**config.mk**
```make
export PLATFORM = sky130hd
export DESIGN_NAME = rbp_pin_select
export DESIGN_NICKNAME = d
export VERILOG_FILES = /design/src/core/rbp_pkg.sv /design/src/core/rbp_fifo.sv /design/src/core/rbp_pin_select.sv
export SDC_FILE = /design/constraint.sdc
export NUM_CORES = 1
export LEC_CHECK = 0
export BUFFER_PORTS_ARGS = -buffer_cell sky130_fd_sc_hd__buf_2
export CAP_MARGIN = 0
export CORE_ASPECT_RATIO = 0.9
export CORE_MARGIN = 2
export CORE_UTILIZATION = 59
export DETAILED_ROUTE_END_ITERATION = 10
export PLACE_DENSITY = 0.82
export SLEW_MARGIN = 5
export SYNTH_ARGS = -nofsm -noshare
export SYNTH_HDL_FRONTEND = slang
export SYNTH_SLANG_ARGS = --single-unit
```
**constraint.sdc**
```tcl
create_clock -name mclk_i -period 3.1 [get_ports mclk_i]
set_input_delay 0.465 -clock mclk_i [delete_from_list [all_inputs] [get_ports mclk_i]]
set_output_delay 0.465 -clock mclk_i [all_outputs]
set_load 0.005 [all_outputs]
```
**src/core/rbp_pkg.sv**
```systemverilog
// Purpose: Shared constants for the receive backplane pin function select block
// Assumes: APB register map, one aligned 32-bit word per register
// Notes: Field positions refer to the control, mode and status registers and the buffered bit word
package rbp_pkg;
    localparam int unsigned RBP_ADDR_W = 8;
    localparam logic [7:0] RBP_OFS_CTRL = 8'h00;
    localparam logic [7:0] RBP_OFS_FRAC = 8'h04;
    localparam logic [7:0] RBP_OFS_STAT = 8'h08;
    localparam logic [7:0] RBP_OFS_MODE = 8'h0c;
    // Control register fields
    localparam int unsigned CTRL_CLK_SEL = 7;
    localparam int unsigned CTRL_RSVD = 6;
    localparam int unsigned CTRL_PLCLK = 5;
    localparam int unsigned CTRL_FSE = 4;
    localparam logic [7:0] CTRL_RESET = 8'h00;
    localparam logic [7:0] CTRL_WMASK = 8'hbf;
    // Mode register fields
    localparam int unsigned MODE_SERCLK_OUT = 0;
    localparam int unsigned MODE_SIG_EN = 1;
    localparam logic [1:0] MODE_RESET = 2'h0;
    localparam logic [23:0] FRAC_RESET = 24'h000000;
    // Status register fields
    localparam int unsigned STAT_OVF = 0;
    localparam int unsigned STAT_EMPTY = 1;
    localparam int unsigned STAT_TS_LSB = 8;
    // T1 frame: one overhead bit then 24 timeslots of 8 bits
    localparam logic [7:0] FRAME_BITS = 8'd193;
    localparam logic [7:0] HALF_FRAME = 8'd97;
    localparam int unsigned TS_BITS = 8;
    // Buffered word: {overhead, data, fractional, frame_first, ts[4:0]}
    localparam int unsigned WORD_W = 9;
    localparam int unsigned W_OVH = 8;
    localparam int unsigned W_DATA = 7;
    localparam int unsigned W_FRAC = 6;
    localparam int unsigned W_FIRST = 5;
    localparam int unsigned FIFO_DEPTH = 8;
    // Output bit cell: low then high half, in mclk cycles
    localparam logic [1:0] SER_HALF = 2'd1;
    typedef enum logic [2:0] {
        SEQ_IDLE = 3'b001,
        SEQ_LOW = 3'b010,
        SEQ_HIGH = 3'b100
    } rbp_seq_t;
endpackage

```
**src/core/rbp_fifo.sv**
```systemverilog
// Purpose: Small flop FIFO between line capture and backplane shifter
// Assumes: Single clock, asynchronous active-low reset
// Notes: Depth must be a power of two
module rbp_fifo #(
    parameter int unsigned WIDTH = 9,
    parameter int unsigned DEPTH = 8
) (
    input wire logic mclk_i,
    input wire logic resetn_i,
    input wire logic in_valid_i,
    output logic in_ready_o,
    input wire logic [WIDTH-1:0] in_data_i,
    output logic out_valid_o,
    input wire logic out_ready_i,
    output logic [WIDTH-1:0] out_data_o
);
    localparam int unsigned AW = $clog2(DEPTH);
    typedef struct packed {
        logic [DEPTH-1:0][WIDTH-1:0] mem;
        logic [AW:0] wr;
        logic [AW:0] rd;
    } rbp_fifo_st_t;
    rbp_fifo_st_t q, d;
    logic full, empty;

    assign empty = (q.wr == q.rd);
    assign full = (q.wr[AW-1:0] == q.rd[AW-1:0]) && (q.wr[AW] != q.rd[AW]);
    assign in_ready_o = !full;
    assign out_valid_o = !empty;
    assign out_data_o = q.mem[q.rd[AW-1:0]];

    always_comb begin
        d = q;
        if (in_valid_i && !full) begin
            d.mem[q.wr[AW-1:0]] = in_data_i;
            d.wr = q.wr + 1'b1;
        end
        if (out_ready_i && !empty) begin
            d.rd = q.rd + 1'b1;
        end
    end

    always_ff @(posedge mclk_i or negedge resetn_i) begin
        if (!resetn_i) begin
            q <= '0;
        end else begin
            q <= d;
        end
    end

    chk_fifo_count: assert property (@(posedge mclk_i) disable iff (!resetn_i)
        ((q.wr - q.rd) <= (AW+1)'(DEPTH)))
        else $error("FIFO occupancy beyond depth");
endmodule

```
**src/core/rbp_pin_select.sv**
```systemverilog
// Purpose: Receive backplane pin function select for one T1 channel
// Assumes: Recovered line clock and data arrive asynchronously, 10 MHz mclk
// Notes: Bits are buffered and replayed faster than line rate, so the
// Notes: serial clock is bursty around each line bit rather than evenly spaced
//
// Decided for this implementation: the APB interface to the registers and the register offsets.

// Behaviour
// - Clock select picks fractional data clock pin
// - Select one: channel clock marks fractional bits
// - Base, fractional off: identifier pins show timeslot
// - Fractional interface needs enable bit set
// - Payload bit zero: continuous serial clock
// - Base, payload bit one: no clock on overhead
// - Fast modes: bit sets strobe polarity
// - Base, enable zero: parallel timeslot number
// - Base, enable one: pin0 signaling
// - Base, enable one: pin1 fractional data
// - Pin2 serial channel, pin3 8 kHz
// - Pin4 recovered line clock
// - Fast modes ignore fractional enable bit
// - Fast modes: pin0 signaling, pin4 clock
// - Multiplexed mode only selects the fast pin roles; four-channel interleave is upstream
module rbp_pin_select (
    input wire logic mclk_i,
    input wire logic resetn_i,
    input wire logic psel_i,
    input wire logic penable_i,
    input wire logic pwrite_i,
    input wire logic [rbp_pkg::RBP_ADDR_W-1:0] paddr_i,
    input wire logic [31:0] pwdata_i,
    output logic [31:0] prdata_o,
    output logic pready_o,
    output logic pslverr_o,
    input wire logic highspeed_mode_i,
    input wire logic multiplexed_mode_enable_i,
    input wire logic line_clk_i,
    input wire logic line_data_i,
    output logic backplane_serial_data_o,
    output logic rx_serial_clock_pin_o,
    output logic rx_serial_clock_pin_oe_n_o,
    output logic channel_clock_pin_o,
    output logic frame_boundary_strobe_o,
    output logic [4:0] timeslot_identifier_pins_o
);
    import rbp_pkg::*;
    typedef struct packed {
        logic [2:0] clk_sync;
        logic [2:0] dat_sync;
        logic clk_lvl;
        logic [7:0] bitcnt;
        logic [7:0] ctrl;
        logic [23:0] frac;
        logic [1:0] mode;
        logic ovf;
        logic [31:0] rdata;
        logic err;
        rbp_seq_t seq;
        logic [1:0] phase;
        logic [WORD_W-1:0] word;
        logic ser_data;
        logic ser_clk;
        logic ch_clk;
        logic sync;
        logic [4:0] tsid;
        logic [7:0] wpos;
    } rbp_st_t;
    rbp_st_t q, d;

    logic fast_mode, base_fse, clk_rise, push, push_ready;
    logic pop_valid, pop, wr_acc, rd_setup;
    logic [WORD_W-1:0] push_word, pop_word;
    logic [4:0] cur_ts;

    // Byte address decode shared by read and write paths
    function automatic logic [1:0] reg_index(input logic [7:0] a, output logic hit);
        hit = (a == RBP_OFS_CTRL) || (a == RBP_OFS_FRAC) ||
              (a == RBP_OFS_STAT) || (a == RBP_OFS_MODE);
        reg_index = a[3:2];
    endfunction

    // Timeslot and bit position from the frame bit counter
    function automatic logic [7:0] ts_pos(input logic [7:0] bc);
        logic [7:0] p;
        p = bc - 8'd1;
        ts_pos = p;
    endfunction

    // Four-channel interleave happens upstream; mux only picks fast pin roles
    assign fast_mode = highspeed_mode_i || multiplexed_mode_enable_i;
    // Enable bit only matters in base rate; fast modes never look at it
    assign base_fse = !fast_mode && q.ctrl[CTRL_FSE];
    assign clk_rise = (q.clk_sync[2] == q.clk_sync[1]) && q.clk_sync[2] && !q.clk_lvl;

    always_comb begin
        logic [7:0] p;
        p = ts_pos(q.bitcnt);
        cur_ts = p[7:3];
    end

    assign push = clk_rise;
    assign push_word = {q.bitcnt == 8'd0, q.dat_sync[2],
                        (q.bitcnt != 8'd0) && q.frac[cur_ts], q.bitcnt == 8'd0,
                        q.bitcnt == 8'd0 ? 5'd0 : cur_ts};
    assign pop = (q.seq == SEQ_IDLE) && pop_valid;

    rbp_fifo #(
        .WIDTH(WORD_W),
        .DEPTH(FIFO_DEPTH)
    ) u_fifo (
        .mclk_i(mclk_i),
        .resetn_i(resetn_i),
        .in_valid_i(push),
        .in_ready_o(push_ready),
        .in_data_i(push_word),
        .out_valid_o(pop_valid),
        .out_ready_i(pop),
        .out_data_o(pop_word)
    );

    assign rd_setup = psel_i && !penable_i && !pwrite_i;
    assign wr_acc = psel_i && penable_i && pwrite_i;
    // Access phase always completes in its first cycle
    assign pready_o = psel_i && penable_i;
    assign pslverr_o = pready_o && q.err;
    assign prdata_o = q.rdata;
    assign backplane_serial_data_o = q.ser_data;
    assign rx_serial_clock_pin_o = q.ser_clk;
    assign rx_serial_clock_pin_oe_n_o = !q.mode[MODE_SERCLK_OUT];
    assign channel_clock_pin_o = q.ch_clk;
    assign frame_boundary_strobe_o = q.sync;
    assign timeslot_identifier_pins_o = q.tsid;

    always_comb begin
        logic hit;
        logic [1:0] idx;
        logic [WORD_W-1:0] w;
        logic frac_bit, sig_bit;
        logic [4:0] wts;
        logic [7:0] p;
        logic [7:0] wpos_n;
        d = q;
        hit = 1'b0;
        idx = reg_index(paddr_i, hit);
        w = pop_word;
        frac_bit = 1'b0;
        sig_bit = 1'b0;
        wts = '0;
        p = 8'd0;
        wpos_n = q.wpos;

        // Three-stage input capture; stage 0 feeds only stage 1
        d.clk_sync = {q.clk_sync[1:0], line_clk_i};
        d.dat_sync = {q.dat_sync[1:0], line_data_i};
        if (q.clk_sync[2] == q.clk_sync[1]) begin
            d.clk_lvl = q.clk_sync[2];
        end
        if (clk_rise) begin
            d.bitcnt = (q.bitcnt == FRAME_BITS - 8'd1) ? 8'd0 : q.bitcnt + 8'd1;
        end
        // Set wins over a write-one clear in the same cycle
        if (push && !push_ready) begin
            d.ovf = 1'b1;
        end else if (wr_acc && hit && idx == RBP_OFS_STAT[3:2] && pwdata_i[STAT_OVF]) begin
            d.ovf = 1'b0;
        end

        // APB: read data latched in setup, write taken in access
        if (psel_i && !penable_i) begin
            d.err = !hit;
        end
        if (rd_setup) begin
            d.rdata = '0;
            case (idx)
                2'd0: d.rdata[7:0] = q.ctrl & CTRL_WMASK;
                2'd1: d.rdata[23:0] = q.frac;
                2'd2: begin
                    d.rdata[STAT_OVF] = q.ovf;
                    d.rdata[STAT_EMPTY] = !pop_valid;
                    d.rdata[STAT_TS_LSB +: 5] = cur_ts;
                end
                default: d.rdata[1:0] = q.mode;
            endcase
            if (!hit) begin
                d.rdata = '0;
            end
        end
        if (wr_acc && hit) begin
            case (idx)
                2'd0: d.ctrl = pwdata_i[7:0] & CTRL_WMASK;
                2'd1: d.frac = pwdata_i[23:0];
                2'd2: d.frac = q.frac;
                default: d.mode = pwdata_i[1:0];
            endcase
        end

        // Backplane bit cell sequencer
        case (q.seq)
            SEQ_IDLE: begin
                if (pop) begin
                    d.word = w;
                    d.seq = SEQ_LOW;
                    d.phase = SER_HALF;
                    d.ser_clk = 1'b0;
                    d.ser_data = w[W_DATA];
                    wts = w[4:0];
                    // Frame position follows the popped word, not the live counter
                    wpos_n = w[W_FIRST] ? 8'd0 : q.wpos + 8'd1;
                    d.wpos = wpos_n;
                    p = ts_pos(wpos_n);
                    frac_bit = base_fse && w[W_FRAC];
                    // Signaling taken from the data bit of payload bits when enabled
                    sig_bit = q.mode[MODE_SIG_EN] && !w[W_OVH] && w[W_DATA];
                    // Strobe polarity only selectable in fast modes
                    if (fast_mode && q.ctrl[CTRL_PLCLK]) begin
                        d.sync = !w[W_FIRST];
                    end else begin
                        d.sync = w[W_FIRST];
                    end
                    if (base_fse && q.ctrl[CTRL_CLK_SEL]) begin
                        d.ch_clk = frac_bit;
                    end else if (base_fse) begin
                        d.ch_clk = 1'b0;
                    end else begin
                        d.ch_clk = !w[W_OVH] && (w[4:0] != q.word[4:0] || q.word[W_OVH]);
                    end
                    if (fast_mode) begin
                        // Enable bit has no say here
                        d.tsid = {q.clk_lvl, wts[3:1], sig_bit};
                    end else if (q.ctrl[CTRL_FSE]) begin
                        d.tsid[0] = sig_bit;
                        d.tsid[1] = frac_bit && w[W_DATA];
                        d.tsid[2] = (p[2:0] < 3'd5) ? wts[3'd4 - p[2:0]] : 1'b0;
                        d.tsid[3] = wpos_n < HALF_FRAME;
                        d.tsid[4] = q.clk_lvl;
                    end else begin
                        d.tsid = wts;
                    end
                end
            end
            SEQ_LOW: begin
                if (q.phase == 2'd1) begin
                    d.seq = SEQ_HIGH;
                    d.phase = SER_HALF;
                    // Gapped clock only in base rate with payload clock chosen
                    d.ser_clk = fast_mode || !q.ctrl[CTRL_PLCLK] ||
                                !q.word[W_OVH];
                    if (base_fse && !q.ctrl[CTRL_CLK_SEL] && q.word[W_FRAC]) begin
                        d.ch_clk = 1'b1;
                    end
                end else begin
                    d.phase = q.phase - 2'd1;
                end
            end
            SEQ_HIGH: begin
                if (q.phase == 2'd1) begin
                    d.seq = SEQ_IDLE;
                    d.ser_clk = 1'b0;
                    if (base_fse && !q.ctrl[CTRL_CLK_SEL]) begin
                        d.ch_clk = 1'b0;
                    end
                end else begin
                    d.phase = q.phase - 2'd1;
                end
            end
            default: d.seq = SEQ_IDLE;
        endcase
        // Recovered clock keeps tracking between bit cells
        if (fast_mode || base_fse) begin
            d.tsid[4] = d.clk_lvl;
        end
    end

    always_ff @(posedge mclk_i or negedge resetn_i) begin
        if (!resetn_i) begin
            q <= '0;
            q.ctrl <= CTRL_RESET;
            q.frac <= FRAC_RESET;
            q.mode <= MODE_RESET;
            q.seq <= SEQ_IDLE;
        end else begin
            q <= d;
        end
    end

    chk_reserved_zero: assert property (@(posedge mclk_i) disable iff (!resetn_i)
        (rd_setup && paddr_i == RBP_OFS_CTRL) |=> (prdata_o[CTRL_RSVD] == 1'b0))
        else $error("Reserved control bit read back as one");

    chk_tsid_parallel: assert property (@(posedge mclk_i) disable iff (!resetn_i)
        (pop && !fast_mode && !q.ctrl[CTRL_FSE]) |=>
        (timeslot_identifier_pins_o == $past(pop_word[4:0])))
        else $error("Identifier pins do not show timeslot");

    chk_frac_data: assert property (@(posedge mclk_i) disable iff (!resetn_i)
        (pop && base_fse) |=>
        (timeslot_identifier_pins_o[1] == $past(pop_word[W_FRAC] && pop_word[W_DATA])))
        else $error("Fractional data pin wrong");

    chk_qualifier_pin: assert property (@(posedge mclk_i) disable iff (!resetn_i)
        (pop && base_fse && q.ctrl[CTRL_CLK_SEL]) |=>
        (channel_clock_pin_o == $past(pop_word[W_FRAC])) ##1
        (channel_clock_pin_o == $past(pop_word[W_FRAC], 2)))
        else $error("Channel clock not acting as qualifier");

    chk_gap_clock: assert property (@(posedge mclk_i) disable iff (!resetn_i)
        (pop && !fast_mode && q.ctrl[CTRL_PLCLK] && pop_word[W_OVH]) |=>
        !rx_serial_clock_pin_o [*3])
        else $error("Serial clock pulsed on overhead bit");

    chk_cont_clock: assert property (@(posedge mclk_i) disable iff (!resetn_i)
        (pop && !fast_mode && !q.ctrl[CTRL_PLCLK]) |=>
        ##1 rx_serial_clock_pin_o ##1 !rx_serial_clock_pin_o)
        else $error("Continuous serial clock missing a pulse");

    chk_sync_pol: assert property (@(posedge mclk_i) disable iff (!resetn_i)
        (pop && fast_mode && q.ctrl[CTRL_PLCLK] && pop_word[W_FIRST]) |=>
        !frame_boundary_strobe_o)
        else $error("Frame strobe polarity wrong");

    chk_fast_clock: assert property (@(posedge mclk_i) disable iff (!resetn_i)
        fast_mode |=> (timeslot_identifier_pins_o[4] == q.clk_lvl))
        else $error("Recovered clock missing on pin four");

    chk_base_recovered: assert property (@(posedge mclk_i) disable iff (!resetn_i)
        base_fse |=> (timeslot_identifier_pins_o[4] == q.clk_lvl))
        else $error("Recovered clock missing on pin four in base rate");

    chk_frame_rate: assert property (@(posedge mclk_i) disable iff (!resetn_i)
        (pop && base_fse && pop_word[W_FIRST]) |=> timeslot_identifier_pins_o[3])
        else $error("Frame rate pin low at frame start");

    chk_fast_signaling: assert property (@(posedge mclk_i) disable iff (!resetn_i)
        (pop && fast_mode && q.mode[MODE_SIG_EN] && !pop_word[W_OVH]) |=>
        (timeslot_identifier_pins_o[0] == $past(pop_word[W_DATA])))
        else $error("Signaling data missing on pin zero");

    chk_fse_ignored: assert property (@(posedge mclk_i) disable iff (!resetn_i)
        (pop && fast_mode) |=>
        (timeslot_identifier_pins_o[3:1] == $past(pop_word[3:1])))
        else $error("Fast mode pin roles follow the enable bit");

    chk_strobe_high: assert property (@(posedge mclk_i) disable iff (!resetn_i)
        (pop && !(fast_mode && q.ctrl[CTRL_PLCLK])) |=>
        (frame_boundary_strobe_o == $past(pop_word[W_FIRST])))
        else $error("Frame strobe not active high");
endmodule

```
# --- After elaboration in Yosys (flattened, before gate mapping) ---
# Cells that the tools add are included.
op_classes:
  addsub: 8
  order_cmp: 7
  n_eq_ne: 21
  n_mux: 40
  n_bitwise: 1
  reduce_logical: 66
op_table:
  columns: ["operator", "n"]
  rows:
  - ["bitwise mux 72 bit", 1]
  - ["two-way mux 31 bit", 1]
  - ["binary-select mux 9 bit (select 3 bit)", 1]
  - ["demux 9 bit (select 3 bit)", 1]
  - ["logical AND 1 bit", 27]
  - ["two-way mux 24 bit", 1]
  - ["two-way mux 9 bit", 2]
  - ["case mux 2 bit (3 select lines)", 3]
  - ["adder 8 x 1 -> 8 bit (second input constant)", 2]
  - ["equality test 8 x 4 -> 1 bit (second input constant)", 2]
  - ["logical NOT 8 bit", 2]
  - ["two-way mux 8 bit", 2]
  - ["two-way mux 5 bit", 3]
  - ["logical NOT 1 bit", 13]
  - ["two-way mux 13 bit", 1]
  - ["< comparator 3 x 4 -> 1 bit (second input constant)", 3]
  - ["two-way mux 1 bit", 12]
  - ["case mux 6 bit (2 select lines)", 1]
  - ["two-way mux 11 bit", 1]
  - ["inequality test 2 bit (second input constant)", 5]
  - ["case mux 5 bit (2 select lines)", 1]
  - ["AND reduction 2 bit", 5]
  - ["case mux 3 bit (3 select lines)", 1]
  - ["adder 4 x 1 -> 4 bit (second input constant)", 2]
  - ["35 further kinds", 50]
word_totals:
  register_bits: 193
  output_inout_bits: 44
  word_cells: 173

# --- Depth between registers and ports, before layout ---
depth:
  depth_word: 13
  depth_mapped: 13
  depth_no_buf: 11

# --- Modules after synthesis ---
# A second synthesis with hierarchy kept.
hier_totals:
  cells_unflattened: 774
  area_unflattened_um2: 9464.1
by_module_without_submodules:
  columns: ["mod", "instances", "cells_per_inst", "area_per_inst_um2"]
  rows:
  - ["rbp_pin_select", 1, 544, 5620.4]
  - ["rbp_fifo", 1, 230, 3843.7]

# --- Worst setup path after synthesis ---
# Ideal clock, no wire load.
synth_path:
  path_kind: "flip-flop to flip-flop"
  start: "register u_fifo.q[2] (netlist name)"
  end: "register q (netlist bit timeslot_identifier_pins_o[2])"
  setup_time_ns: 0.132
  arrival_ns: 2.412
  setup_slack_ns: 0.556
  path_stages_with_launch: 13
  n_path_buf: 2
  period_less_slack_ns: 2.544
  cell_sequence: "dfrtp_1 -> buf_2 -> mux2_2 -> o22a_1 -> and2_1 -> clkbuf_1 -> nor2_1 -> inv_1 -> ha_1 -> xor2_1 -> xnor2_1 -> nor4b_1 -> o21ai_0"
synth_via:
  elab_chain_len: 10
synth_rtl:
  columns: ["item", "line", "source"]
  rows:
  - ["start, declared", "rbp_fifo.sv:23", "rbp_fifo_st_t q, d;"]
  - ["start signal, assigned", "rbp_fifo.sv:45", "q <= '0;"]
  - ["start signal, assigned", "rbp_fifo.sv:47", "q <= d;"]
  - ["binary-select mux 9 bit (select 3 bit)", "rbp_fifo.sv:30", "assign out_data_o = q.mem[q.rd[AW-1:0]];"]
  - ["two-way mux 9 bit (not written as such)", "rbp_fifo.sv:30", null]
  - ["two-way mux 8 bit", "rbp_pin_select.sv:208", "wpos_n = w[W_FIRST] ? 8'd0 : q.wpos + 8'd1;"]
  - ["subtractor 3 x 1 -> 3 bit", "rbp_pin_select.sv:85", "p = bc - 8'd1;"]
  - ["subtractor 3 bit", "rbp_pin_select.sv:233", "d.tsid[2] = (p[2:0] < 3'd5) ? wts[3'd4 - p[2:0]] : 1'b0;"]
  - ["binary-select mux 1 bit (select 3 bit)", "rbp_pin_select.sv:233", null]
  - ["two-way mux 1 bit (not written as such)", "rbp_pin_select.sv:233", null]
  - ["two-way mux 1 bit", "rbp_pin_select.sv:233", null]
  - ["two-way mux 5 bit", "rbp_pin_select.sv:230", "end else if (q.ctrl[CTRL_FSE]) begin"]
  - ["two-way mux 5 bit", "rbp_pin_select.sv:227", "if (fast_mode) begin"]
  - ["end, declared", "rbp_pin_select.sv:68", "rbp_st_t q, d;"]
# Several ways; a longest one is shown, not always the timed one. The select of a mux whose other input is x is not followed.
# A chain may end at the register's enable or synchronous reset.

# --- Final worst setup path ---
layout_path:
  start: "register u_fifo.q[1] (netlist name)"
  end: "register q (netlist bit timeslot_identifier_pins_o[2])"
# The elaborated chain is that of the path after synthesis.

==> summary.md <==
| Metric | Value |
|---|---|
| Status | `finished, final reports clean` |
| Setup crit start kind | `register` |
| Setup Crit Path Kind | `reg2reg` |
| Num CTS Buffers | `17` |
| Critical path capture point type | `register` |
| Async SR Flop Fraction | `100%` |
| DRC errors left | `0` |
| Placed cells | `1,004` |
| Post-synth top cells | `174 x dfrtp_1, 101 x mux2_2, 86 x nand2_1, 41 x o21ai_0, 37 x buf_4` |
| Postcts setup bufs | `0` |
| # nets final | `890` |
| CTS HTree Levels | `4` |
| Die area | `15,900 um2` |
| Multi-input gate area | `3940 um2` |
| Worst Hold Class | `in2async` |
| Filler cells | `1,058` |
| GRT Resource Usage Total | `26.4%` |
| Die width | `133 um` |
| # Max-Cap Violations | `0` |
| Leakage | `4.77 nW` |
| Cell area after synthesis | `8790 um2` |
| Placed wire-length estimate | `14,000 um` |
| Via count | `6,289` |
| Post-synthesis average cell area | `11.4 um2` |
| Wirelength, routed | `19,900 um` |
| Hold-fix buffer count after cts | `0` |
| Crit-path slowest cell | `dfrtp_1` |
| TNS Setup | `0 ps` |
| Post-Synthesis Cells | `768` |
| Worst slew margin | `52.5%` |
| Area Growth Syn to Fin | `11.1%` |
| PwrDens | `909 nW/um2` |
| CTS root buf | `clkbuf_16` |
| Largest net degree at the start of global routing | `70` |
| Worst skew pair latency | `430 ps` |
| CTS tree | `done` |
| Crit-path max FO | `11` |
| Initial drt markers | `508` |
| Ys flop type | `dfrtp_1` |
| Worst path cell trace | `nor2b_1 > a22oi_1 > and2_1 > nor2_1 > inv_1 > ha_1 > xor2_1 > xnor2_1 > nor4b_1 > o21ai_0` |
| CTS Buffer Depth | `2` |
| CTS Sinks | `175` |
| CTS resizes | `0` |
| Reg area | `4380 um2` |
| EDFF count, synth | `0` |
| Slew of the pin with the lowest slew margin | `712 ps` |
| Clk_skew | `7.63 ps` |
| Finish-stage setup viols | `0` |
| Antenna diodes | `0` |
| Fin crit share | `92.7%` |
| Final Max Tran Viols | `0` |
| Layout cells sized above 1 | `30.6%` |
| Vias in the first global route | `6,513` |
| Peak supply drop | `511 uV` |
| Critical path required time | `3400 ps` |
| Clock transition at path regs | `60 ps` |
| Chip height | `120 um` |
| Grt ovf | `0` |
| Initial Util | `60.1%` |
| Min cycle time layout | `2870 ps` |
| Via/cell ratio | `6.08` |
| Ys Warns | `0` |
| Row count | `42` |
| Post-synthesis sequential area ratio | `49.9%` |
| Core Box Area | `14,600 um2` |
| Final Hold Viols | `0` |
| Flop-to-flop setup slack | `230 ps` |
| Synth top area share | `49.6%` |
| Post-layout util | `66.8%` |
| RSZ-0062 raised after global routing | `false` |
| First-pass GRT wire length | `32,900 um` |
| DRT antenna net count | `0` |
| Initial DRT Pass Iterations | `6` |
| CP arrival | `3170 ps` |
| Number of port buffers | `76` |
| Total power draw | `8.88 mW` |
| Final cell count without fillers | `1,035` |
| FF+latch count, synth | `175` |
| Synth area leaders | `dfrtp_1 50%, mux2_2 13%, nand2_1 3.7%` |
| Most frequent cell after synthesis | `dfrtp_1` |
| Initial antenna violation count | `0` |
| FMAX | `348 MHz` |
| Placer Congestion | `0.862` |
| Per-cell routed wire length | `19.2 um` |
| Cell variety after synth | `69` |
| Critical Path Max Stage Delay | `640 ps` |
| Area leader, netlist | `dfrtp_1` |
| Num ports | `93` |
-- stage by stage --
step                area [um2]  hold WS (ps)  setup slack (ps)
floorplan                 8810           169               556
global placement          9210           344               413
detailed placement        9210           344               292
CTS                       9760          29.2               246
global route              9760          65.3              36.3
finish                    9760          4.36               227
-- flip-flops by register name, indices dropped and copies added, names as in the netlist, 4 cells and up --
signal                      count
u_fifo.q                       72
q                              66
prdata_o                       24
timeslot_identifier_pins_o      5
d                               4
-- final cells by class --
cell class | count | area share (%)
Tap cell | 198 | 2.54
Timing Repair Buffer | 100 | 5.93
Clock inverter | 5 | 0.295
Sequential cell | 175 | 44.9
Inverter | 19 | 0.731
Multi-Input combinational cell | 512 | 40.3
Clock buffer | 26 | 5.32
-- layer usage --
metal | track usage [%] | routed length, um | share of wire [%] | up-vias
li1 | - | - | - | 2816
met1 | 35.2 | 8510 | 43 | 3192
met2 | 43.2 | 9820 | 49 | 244
met3 | 5.91 | 1170 | 5.9 | 37
met4 | 9.01 | 398 | 2.0 | 0
met5 | 0 | 0 | 0 | -
-- kinds of logic (layout without fill, tap and decap cells) --
kind of cell | Yosys count | in the layout | share of synthesized area (%)
AND/OR/NAND/NOR | 203 | 203 | 11.5
AO/OA/AOI/OAI | 133 | 133 | 10.1
adder cells (fa/ha/maj) | 16 | 16 | 2.28
other | 1 | 8 | 0.0427
buffers and inverters | 88 | 150 | 5.65
multiplexers | 125 | 125 | 17.6
flip-flops | 175 | 175 | 49.9
XOR/XNOR | 27 | 27 | 2.91
-- placed cells by master, fill, tap and decap left out, types with 3 or more instances in the layout --
master and count:
xor2_1 10, a21oi_1 17, o21ai_0 41, a22oi_1 15
ha_1 16, clkbuf_8 6, mux2i_1 10, nand2b_1 8
dfrtp_1 174, and2_1 6, clkbuf_16 17, nand2_1 86
mux2_2 101, a31oi_1 12, nor2_1 36, buf_4 23
o31ai_1 3, o22ai_1 4, a22o_1 16, buf_2 75
conb_1 8, nand4_1 5, nand3_1 10, nor4_1 4
xnor2_1 16, inv_1 19, nor3_1 6, or2_2 3
nor2b_1 6, and3_1 8, mux4_1 5, clkbuf_1 3
clkinv_2 4, or3_1 4, mux4_2 7, o21a_1 4
-- where the power goes --
part	leakage, nW	internal [mW]	switching [mW]
clock	0.276	1.14	0.835
sequential	2.34	2.85	0.522
combinational	2.16	1.59	1.93
-- path summary, 6_finish.rpt --
kind	cells after the start	to	startpoint
worst max-delay path	10	timeslot_identifier_pins_o[2]	u_fifo.q[1]
worst min register to register	0	push_word[7]	d[110]
max in group asynchronous	2	q[28]	resetn_i
min in group mclk_i	1	d[109]	line_data_i
worst max register to register	10	timeslot_identifier_pins_o[2]	u_fifo.q[1]
worst min-delay path	1	q[89]	resetn_i
-- worst max-delay path, delay by kind of cell, from the launching register on --
| family | cells | cell delay [ps] |
|---|---|---|
| compound gates | 2 | 390 |
| buf+inv | 1 | 60 |
| simple gates | 4 | 1060 |
| xor+xnor | 2 | 370 |
| flops | 1 | 640 |
| fa+ha+maj | 1 | 220 |
Note: power is estimated with default switching activity, not from simulation.
